### src/mtp_defines.vh
// Constants for the modulator test pattern control block
`ifndef MTP_DEFINES_VH
`define MTP_DEFINES_VH
// Bus geometry
`define MTP_ADDR_W 18
`define MTP_DATA_W 32
// Register indices; byte address is four times the index
`define MTP_IDX_TEST 18'h0FF4D
`define MTP_IDX_CTRL 18'h0FF40
`define MTP_IDX_MUX 18'h0FF41
`define MTP_IDX_STAT 18'h0FF42
// Test register fields
`define MTP_TEST_EN_BIT 2
`define MTP_PAT_LSB 0
`define MTP_PAT_MSB 1
// Control and mux fields
`define MTP_MOD_EN_BIT 5
`define MTP_MUX_LSB 5
`define MTP_MUX_MSB 6
`define MTP_MUX_EXT 2'h3
// Pattern codes
`define MTP_PAT_MIN 2'h0
`define MTP_PAT_EXT 2'h1
`define MTP_PAT_ALT 2'h2
`define MTP_PAT_MAX 2'h3
// Reset values
`define MTP_TEST_RST 8'h00
`define MTP_CTRL_RST 8'h00
`define MTP_MUX_RST 8'h00
// Status bits
`define MTP_ST_EMPTY 0
`define MTP_ST_FULL 1
`define MTP_ST_OVF 2
`define MTP_ST_ACTIVE 3
// AXI responses
`define MTP_RESP_OKAY 2'h0
`define MTP_RESP_SLVERR 2'h2
// Timing
`define MTP_CLK_HZ 125000000
`define MTP_BIT_CLK_HZ 72000
`define MTP_HALF_W 10
// FIFO shape
`define MTP_FIFO_W 1
`define MTP_FIFO_D 8
`define MTP_FIFO_AW 3
`endif

### src/mtp_top.v
// Modulator test pattern control with AXI4-Lite registers and external bit FIFO
//
// Design decision made here: the AXI4-Lite interface to the registers.
`timescale 1ns/1ns
`include "mtp_defines.vh"

// What this block does
// - Test mode replaces formatter data with test source
// - Bit 2 enables constant transmission test mode
// - Pattern field picks min, external, alternating, max
// - Output 72 kHz clock, sample data rising
// - Nothing transmitted unless modulator enable bit set

//--------------------------------------------------
// Bit FIFO
//--------------------------------------------------
module mtp_fifo #(
   parameter W = 1,
   parameter D = 8,
   parameter AW = 3
) (
   // Clock and reset
   input wire aclk,
   input wire aresetn,
   // Fill side
   input wire in_valid,
   input wire [W-1:0] in_data,
   output wire in_ready,
   // Drain side
   output wire out_valid,
   output wire [W-1:0] out_data,
   input wire out_ready
);
   reg [W-1:0] mem [0:D-1];
   reg [AW-1:0] wp_reg;
   reg [AW-1:0] rp_reg;
   reg [AW:0] cnt_reg;
   wire push;
   wire pop;
   assign in_ready = (cnt_reg != D[AW:0]);
   assign out_valid = (cnt_reg != {(AW+1){1'b0}});
   assign out_data = mem[rp_reg];
   assign push = in_valid && in_ready;
   assign pop = out_valid && out_ready;
   // Storage write
   always @(posedge aclk) begin
      if (push) begin
         mem[wp_reg] <= in_data;
      end
   end
   // Pointers and fill count
   always @(posedge aclk) begin
      if (!aresetn) begin
         wp_reg <= {AW{1'b0}};
         rp_reg <= {AW{1'b0}};
         cnt_reg <= {(AW+1){1'b0}};
      end else begin
         if (push) begin
            wp_reg <= (wp_reg == D[AW-1:0] - 1'b1) ? {AW{1'b0}} : wp_reg + 1'b1;
         end
         if (pop) begin
            rp_reg <= (rp_reg == D[AW-1:0] - 1'b1) ? {AW{1'b0}} : rp_reg + 1'b1;
         end
         if (push && !pop) begin
            cnt_reg <= cnt_reg + 1'b1;
         end else if (pop && !push) begin
            cnt_reg <= cnt_reg - 1'b1;
         end
      end
   end
endmodule

//--------------------------------------------------
// Top
//--------------------------------------------------
module mtp_top (
   // Clock and reset
   input wire aclk,
   input wire aresetn,
   // AXI4-Lite write address
   input wire s_axi_awvalid,
   input wire [`MTP_ADDR_W-1:0] s_axi_awaddr,
   output reg s_axi_awready,
   // AXI4-Lite write data
   input wire s_axi_wvalid,
   input wire [`MTP_DATA_W-1:0] s_axi_wdata,
   input wire [3:0] s_axi_wstrb,
   output reg s_axi_wready,
   // AXI4-Lite write response
   output reg s_axi_bvalid,
   output reg [1:0] s_axi_bresp,
   input wire s_axi_bready,
   // AXI4-Lite read address
   input wire s_axi_arvalid,
   input wire [`MTP_ADDR_W-1:0] s_axi_araddr,
   output reg s_axi_arready,
   // AXI4-Lite read data
   output reg s_axi_rvalid,
   output reg [`MTP_DATA_W-1:0] s_axi_rdata,
   output reg [1:0] s_axi_rresp,
   input wire s_axi_rready,
   // Formatter data in
   input wire fmt_bit,
   // Modulator drive
   output reg mod_tx_bit,
   output reg mod_tx_active,
   output reg mod_bit_strobe,
   // Test pins
   output reg test_bit_clock_pin,
   output reg test_bit_clock_pin_oe,
   input wire external_test_data_pin
);
   // Half period in clock cycles, rounded down, cut to the counter width
   localparam integer HALF_INT = `MTP_CLK_HZ / (2 * `MTP_BIT_CLK_HZ);
   localparam [`MTP_HALF_W-1:0] HALF_CYC = HALF_INT[`MTP_HALF_W-1:0];

   // Mapped check
   function mtp_hit;
      input [`MTP_ADDR_W-1:0] a;
      input [`MTP_ADDR_W-1:0] idx;
      begin
         mtp_hit = (a == {idx[`MTP_ADDR_W-3:0], 2'b00});
      end
   endfunction

   reg [7:0] modulator_test_mode_reg;
   reg [7:0] modulator_control_register_reg;
   reg [7:0] baseband_pin_mux_reg;
   reg ovf_reg;
   reg aw_got_reg;
   reg w_got_reg;
   reg [`MTP_ADDR_W-1:0] aw_addr_reg;
   reg [`MTP_DATA_W-1:0] w_data_reg;
   reg [3:0] w_strb_reg;
   reg [`MTP_HALF_W-1:0] half_cnt_reg;
   reg [2:0] sync_reg;
   reg alt_reg;
   reg smp_valid_reg;
   reg smp_bit_reg;
   wire rise_en;
   wire mod_en;
   wire test_en;
   wire [1:0] pattern;
   wire mux_ext;
   wire fifo_in_ready;
   wire fifo_out_valid;
   wire fifo_out_data;
   wire fifo_pop;
   wire wr_go;
   wire [`MTP_ADDR_W-1:0] wa;
   reg tx_next;

   assign mod_en = modulator_control_register_reg[`MTP_MOD_EN_BIT];
   assign test_en = modulator_test_mode_reg[`MTP_TEST_EN_BIT];
   assign pattern = modulator_test_mode_reg[`MTP_PAT_MSB:`MTP_PAT_LSB];
   assign mux_ext = (baseband_pin_mux_reg[`MTP_MUX_MSB:`MTP_MUX_LSB] == `MTP_MUX_EXT);
   assign wr_go = aw_got_reg && w_got_reg && !s_axi_bvalid;
   assign wa = aw_addr_reg;

   //--------------------------------------------------
   // AXI4-Lite write channel
   //--------------------------------------------------
   // Address and data taken in either order, answered once both held
   always @(posedge aclk) begin
      if (!aresetn) begin
         s_axi_awready <= 1'b0;
         s_axi_wready <= 1'b0;
         s_axi_bvalid <= 1'b0;
         s_axi_bresp <= `MTP_RESP_OKAY;
         aw_got_reg <= 1'b0;
         w_got_reg <= 1'b0;
         aw_addr_reg <= {`MTP_ADDR_W{1'b0}};
         w_data_reg <= {`MTP_DATA_W{1'b0}};
         w_strb_reg <= 4'h0;
      end else begin
         s_axi_awready <= !aw_got_reg && !(s_axi_awvalid && s_axi_awready);
         s_axi_wready <= !w_got_reg && !(s_axi_wvalid && s_axi_wready);
         if (s_axi_awvalid && s_axi_awready) begin
            aw_got_reg <= 1'b1;
            aw_addr_reg <= s_axi_awaddr;
         end
         if (s_axi_wvalid && s_axi_wready) begin
            w_got_reg <= 1'b1;
            w_data_reg <= s_axi_wdata;
            w_strb_reg <= s_axi_wstrb;
         end
         if (wr_go) begin
            s_axi_bvalid <= 1'b1;
            s_axi_bresp <= (mtp_hit(wa, `MTP_IDX_TEST) || mtp_hit(wa, `MTP_IDX_CTRL) ||
                            mtp_hit(wa, `MTP_IDX_MUX) || mtp_hit(wa, `MTP_IDX_STAT)) ?
                           `MTP_RESP_OKAY : `MTP_RESP_SLVERR;
         end else if (s_axi_bvalid && s_axi_bready) begin
            s_axi_bvalid <= 1'b0;
            aw_got_reg <= 1'b0;
            w_got_reg <= 1'b0;
            s_axi_awready <= 1'b1;
            s_axi_wready <= 1'b1;
         end
      end
   end

   //--------------------------------------------------
   // Registers
   //--------------------------------------------------
   // Register writes; overflow flag set wins over clear
   always @(posedge aclk) begin
      if (!aresetn) begin
         modulator_test_mode_reg <= `MTP_TEST_RST;
         modulator_control_register_reg <= `MTP_CTRL_RST;
         baseband_pin_mux_reg <= `MTP_MUX_RST;
         ovf_reg <= 1'b0;
      end else begin
         if (wr_go && w_strb_reg[0]) begin
            if (mtp_hit(wa, `MTP_IDX_TEST)) begin
               modulator_test_mode_reg <= {5'h00, w_data_reg[`MTP_TEST_EN_BIT:0]};
            end
            if (mtp_hit(wa, `MTP_IDX_CTRL)) begin
               modulator_control_register_reg <= w_data_reg[7:0];
            end
            if (mtp_hit(wa, `MTP_IDX_MUX)) begin
               baseband_pin_mux_reg <= w_data_reg[7:0];
            end
            if (mtp_hit(wa, `MTP_IDX_STAT) && w_data_reg[`MTP_ST_OVF]) begin
               ovf_reg <= 1'b0;
            end
         end
         if (smp_valid_reg && !fifo_in_ready) begin
            ovf_reg <= 1'b1;
         end
      end
   end

   //--------------------------------------------------
   // AXI4-Lite read channel
   //--------------------------------------------------
   // One read at a time, answered the cycle after acceptance
   always @(posedge aclk) begin
      if (!aresetn) begin
         s_axi_arready <= 1'b0;
         s_axi_rvalid <= 1'b0;
         s_axi_rdata <= {`MTP_DATA_W{1'b0}};
         s_axi_rresp <= `MTP_RESP_OKAY;
      end else begin
         s_axi_arready <= !s_axi_rvalid && !(s_axi_arvalid && s_axi_arready);
         if (s_axi_arvalid && s_axi_arready) begin
            s_axi_rvalid <= 1'b1;
            s_axi_rresp <= `MTP_RESP_OKAY;
            s_axi_rdata <= {`MTP_DATA_W{1'b0}};
            if (mtp_hit(s_axi_araddr, `MTP_IDX_TEST)) begin
               s_axi_rdata[7:0] <= modulator_test_mode_reg;
            end else if (mtp_hit(s_axi_araddr, `MTP_IDX_CTRL)) begin
               s_axi_rdata[7:0] <= modulator_control_register_reg;
            end else if (mtp_hit(s_axi_araddr, `MTP_IDX_MUX)) begin
               s_axi_rdata[7:0] <= baseband_pin_mux_reg;
            end else if (mtp_hit(s_axi_araddr, `MTP_IDX_STAT)) begin
               s_axi_rdata[`MTP_ST_EMPTY] <= !fifo_out_valid;
               s_axi_rdata[`MTP_ST_FULL] <= !fifo_in_ready;
               s_axi_rdata[`MTP_ST_OVF] <= ovf_reg;
               s_axi_rdata[`MTP_ST_ACTIVE] <= mod_tx_active;
            end else begin
               s_axi_rresp <= `MTP_RESP_SLVERR;
            end
         end else if (s_axi_rvalid && s_axi_rready) begin
            s_axi_rvalid <= 1'b0;
            s_axi_arready <= 1'b1;
         end
      end
   end

   //--------------------------------------------------
   // Test bit clock and data sampling
   //--------------------------------------------------
   assign rise_en = (half_cnt_reg == HALF_CYC - 1'b1) && !test_bit_clock_pin;

   // divider makes the 72 kHz pin clock
   always @(posedge aclk) begin
      if (!aresetn) begin
         half_cnt_reg <= {`MTP_HALF_W{1'b0}};
         test_bit_clock_pin <= 1'b0;
         test_bit_clock_pin_oe <= 1'b0;
      end else begin
         test_bit_clock_pin_oe <= mux_ext;
         if (half_cnt_reg == HALF_CYC - 1'b1) begin
            half_cnt_reg <= {`MTP_HALF_W{1'b0}};
            test_bit_clock_pin <= !test_bit_clock_pin;
         end else begin
            half_cnt_reg <= half_cnt_reg + 1'b1;
         end
      end
   end

   // Three-stage synchroniser on the data pin
   genvar g;
   generate
      for (g = 0; g < 3; g = g + 1) begin : g_sync
         always @(posedge aclk) begin
            if (!aresetn) begin
               sync_reg[g] <= 1'b0;
            end else begin
               sync_reg[g] <= (g == 0) ? external_test_data_pin : sync_reg[(g == 0) ? 0 : g - 1];
            end
         end
      end
   endgenerate

   // pins only carry test data with mux at 11
   // capture data at each rising clock edge in external pattern mode with modulator enabled, where the last two synchroniser stages agree
   always @(posedge aclk) begin
      if (!aresetn) begin
         smp_valid_reg <= 1'b0;
         smp_bit_reg <= 1'b0;
      end else begin
         smp_valid_reg <= rise_en && mux_ext && test_en && (pattern == `MTP_PAT_EXT) && mod_en &&
                          (sync_reg[1] == sync_reg[2]);
         if (sync_reg[1] == sync_reg[2]) begin
            smp_bit_reg <= sync_reg[2];
         end
      end
   end

   mtp_fifo #(
      .W(`MTP_FIFO_W),
      .D(`MTP_FIFO_D),
      .AW(`MTP_FIFO_AW)
   ) u_fifo (
      .aclk(aclk),
      .aresetn(aresetn),
      .in_valid(smp_valid_reg),
      .in_data(smp_bit_reg),
      .in_ready(fifo_in_ready),
      .out_valid(fifo_out_valid),
      .out_data(fifo_out_data),
      .out_ready(fifo_pop)
   );

   //--------------------------------------------------
   // Modulator data selection
   //--------------------------------------------------
   assign fifo_pop = rise_en && mod_en && test_en && (pattern == `MTP_PAT_EXT);

   always @* begin
      tx_next = fmt_bit;
      if (test_en) begin
         case (pattern)
            `MTP_PAT_MIN: tx_next = 1'b0;
            `MTP_PAT_EXT: tx_next = fifo_out_valid ? fifo_out_data : mod_tx_bit;
            `MTP_PAT_ALT: tx_next = alt_reg;
            `MTP_PAT_MAX: tx_next = 1'b1;
            default: tx_next = 1'b0;
         endcase
      end
   end

   // output held idle while modulator disabled
   always @(posedge aclk) begin
      if (!aresetn) begin
         mod_tx_bit <= 1'b0;
         mod_tx_active <= 1'b0;
         mod_bit_strobe <= 1'b0;
         alt_reg <= 1'b0;
      end else begin
         mod_tx_active <= mod_en;
         mod_bit_strobe <= rise_en && mod_en;
         if (!mod_en) begin
            mod_tx_bit <= 1'b0;
            alt_reg <= 1'b0;
         end else if (rise_en) begin
            mod_tx_bit <= tx_next;
            alt_reg <= !alt_reg;
         end
      end
   end
endmodule

### config.mk
export PLATFORM = sky130hd
export DESIGN_NAME = mtp_top
export DESIGN_NICKNAME = d
export VERILOG_FILES = /design/src/mtp_top.v
export VERILOG_INCLUDE_DIRS = /design/src
export SDC_FILE = /design/constraint.sdc
export NUM_CORES = 1
export LEC_CHECK = 0
export ABC_CLOCK_PERIOD_IN_PS = 3070
export BUFFER_PORTS_ARGS = -buffer_cell sky130_fd_sc_hd__buf_2
export CORE_MARGIN = 2
export CORE_UTILIZATION = 45
export CTS_BUF_LIST = sky130_fd_sc_hd__clkbuf_8
export DETAILED_ROUTE_END_ITERATION = 8
export PLACE_DENSITY = 0.67
export REMOVE_ABC_BUFFERS = 1
export SKIP_LAST_GASP = 1
export SYNTH_ARGS = -nofsm -noshare
export SYNTH_HDL_FRONTEND = slang
export SYNTH_SLANG_ARGS = --single-unit
### constraint.sdc
create_clock -name aclk -period 3.07 [get_ports aclk]
set_input_delay 0.1535 -clock aclk [delete_from_list [all_inputs] [get_ports aclk]]
set_output_delay 0.1535 -clock aclk [all_outputs]
set_load 0.05 [all_outputs]
==> summary.txt <==
Layout Nets -> 660
Distinct cells, synth -> 51
max-slew violation count -> 0
critical path launch point -> half_cnt_reg[2]
status -> completed
crit-path max FO -> 4
Synth-to-Final Area Change -> 13.2%
CP Depth -> 12
sequential-to-total area share from yosys stat -> 46.9%
TritonCTS Buffers -> 9
CTS tree -> built
worst clock skew -> 0.0140 ns
maximum clock path buffer count -> 2
reg2reg end -> u_fifo.cnt_reg[3]
largest net degree at the start of global routing -> 54
antenna cells -> 0
worst r2r src -> half_cnt_reg[2]
first-pass GRT wire length -> 15.0 mm
top cells by instance count after synthesis -> 98 x dfxtp_1, 84 x nand2_1, 34 x a21boi_0
Max H-tree Level -> 3
CTS root buf -> clkbuf_8
count of state elements after synthesis -> 106
Tot GR Track Use -> 16.4%
# setup viols final -> 0
leak pwr -> 2.20 nW
Synth area leaders -> dfxtp_1 42%, nand2_1 6.7%, mux2i_1 5.5%
number of flip-flops in the largest register -> 18
cells after synthesis -> 498
Yosys warning total -> 0
hold_sp -> s_axi_awaddr[15]
Critical Path Max Stage Delay -> 0.51 ns
Worst path slowest cell -> or3b_2
hold depth -> 3
Worst Setup Path Type -> flop to flop
arrival time at the worst endpoint -> 3.20 ns
HP Class -> input pin to flop
DP Worst Slack -> 0.0136 ns
Iter 0 DRT Violations -> 106
GR Overflow Total -> 0
Post-synth EDFFs -> 8
Final Hold Vio Count -> 0
Main synth FF type -> dfxtp_1
total negative slack -> 0 ns
vias per cell -> 4.90
worst slew pin tran -> 0.696 ns
Die Span Y -> 106 um
Min Hold Slack -> 0.0301 ns
Worst R2R Path Depth -> 12
setup ws final -> 0.168 ns
Crit path buffers/inverters -> 1
required time at the worst-slack endpoint -> 3.36 ns
Placed Area -> 5100 um2
I/O pins -> 127
clk_lat worst skew -> 0.36 ns
power consumption -> 2.50 mW
Pwr Density -> 471 nW/um2
Synth area leader -> dfxtp_1
GP Congestion -> 0.811
R2R Setup Slk -> 0.17 ns
die area -> 11300 um2
CP Launch Type -> flop
core area -> 10200 um2
Largest delay share family, worst path -> simple AND/OR/NAND/NOR gates
die width -> 106 um
setup bufs post-CTS -> 0
crit path capture -> u_fifo.cnt_reg[3]
Post-Syn Area -> 4690 um2
Tmin final -> 2.90 ns
RSZ-0062 raised after global routing -> false
Std-Cell Rows -> 37
DRC viols -> 0
DR vias -> 3485
fin cells -> 711
WL final -> 8.98 mm
finished layout cell area -> 5320 um2
worst relative slew slack -> 53.1%
WL/cell -> 12.6 um
Clk pin slew, worst setup/hold paths -> 0.11 ns
kind of end point of the critical path -> flop
drt pass-1 iters -> 4
clock sink count -> 106
Initial Util -> 45.9%
share of cells above drive strength 1 -> 20.2%
I/O Buffers -> 73
dpl cells -> 694
Synth async-reset ratio -> 0%
DP Wirelength -> 6.64 mm
crit-path cells -> or3b_2 -> or2_2 -> nor3_2 -> nand4_1 -> ha_2 -> inv_2 -> ha_1 -> a21o_1 -> a21oi_2 -> xnor2_1 -> or3_1 -> a21boi_0
Max VDD drop -> 0.000308 V
most common cell in the netlist -> dfxtp_1
top-area cell type share of the netlist area -> 41.8%
vias in the first global route -> 3279
antenna violations before repair -> 0
Avg Cell Area, Syn -> 9.43 um2
# Max-Cap Violations -> 0
crit share post-route -> 94.5%
fmax -> 345 MHz
final core utilization -> 52.0%
post-route ant nets -> 0
-- repair_timing --
action / 4_1_cts / 5_1_grt
hold endpoints to repair: 1 / 0
pin swaps: 0 / 2
endpoints found under the setup margin: 1 / 1
gates cloned: 0 / 0
gates resized for setup: 1 / 4
hold buffers: 1 / 0
-- logic make-up (layout without fill, tap and decap cells) --
| family | count (synthesis) | after routing | synth area share (%) |
|---|---|---|---|
| adders and majority gates | 9 | 9 | 2.56 |
| and+or+nand+nor | 217 | 217 | 24.1 |
| DFF | 106 | 106 | 46.9 |
| buffers and inverters | 49 | 101 | 6.00 |
| other | 1 | 26 | 0.0799 |
| AOI/OAI and AO/OA | 72 | 72 | 11.0 |
| xor gates and xnor gates | 14 | 14 | 2.61 |
| muxes | 30 | 30 | 6.74 |
-- final cells by class --
cell class              count  area (um2)
inverters                   7        26.3
flip-flops and latches    106        2200
multi-input cells         368        2320
well taps                 136         170
clock buffers              11         151
fillers                   958        4910
clock inverters             5        43.8
repair buffers             78         405
-- layout by cell type (no fill, tap or decap), drive strengths merged, types with 3 or more instances in the layout --
cell,synthesis,routed
a22oi,4,4
mux2i,26,26
nor2b,24,24
mux2,3,3
nand3,5,5
nand2,84,84
buf,27,77
or2,3,3
o221ai,3,3
nand4,9,9
o21a,3,3
nor3,11,11
xor2,3,3
nand2b,7,7
a211oi,3,3
or3,3,3
conb,1,26
and2,18,18
or4,5,5
o21ai,10,10
nor3b,4,4
xnor2,11,11
nor4,7,7
edfxtp,8,8
ha,8,8
inv,7,11
clkbuf,15,11
and3,5,5
a21oi,9,9
nor2,22,22
a21boi,35,35
dfxtp,98,98
-- tightest hold or removal path, stage by stage --
cell and delay, ns:
buf_2 0.10, nand2_1 0.04, a21boi_0 0.06
-- report_power, final --
part	total, mW	switching, mW	internal, mW
Clock	0.837	0.484	0.354
Combinational	0.229	0.161	0.0683
Sequential	1.44	0.0191	1.42
-- worst min path at each step --
stage,endpoint,slack [ns]
after floorplan,s_axi_awready,0.27
after global placement,sync_reg[0],0.37
after detailed placement,sync_reg[0],0.37
after CTS,aw_addr_reg[15],0.02
after global routing,aw_addr_reg[10],0.02
final,aw_addr_reg[15],0.03
-- layer usage --
metal,track usage [%],vias to the layer above,wire length [um]
li1,-,1803,-
met1,21.0,1591,4200
met2,28.0,82,4290
met3,2.70,9,384
met4,6.02,0,113
met5,0,-,0
No activity file was read; power rests on OpenSTA's default activity.
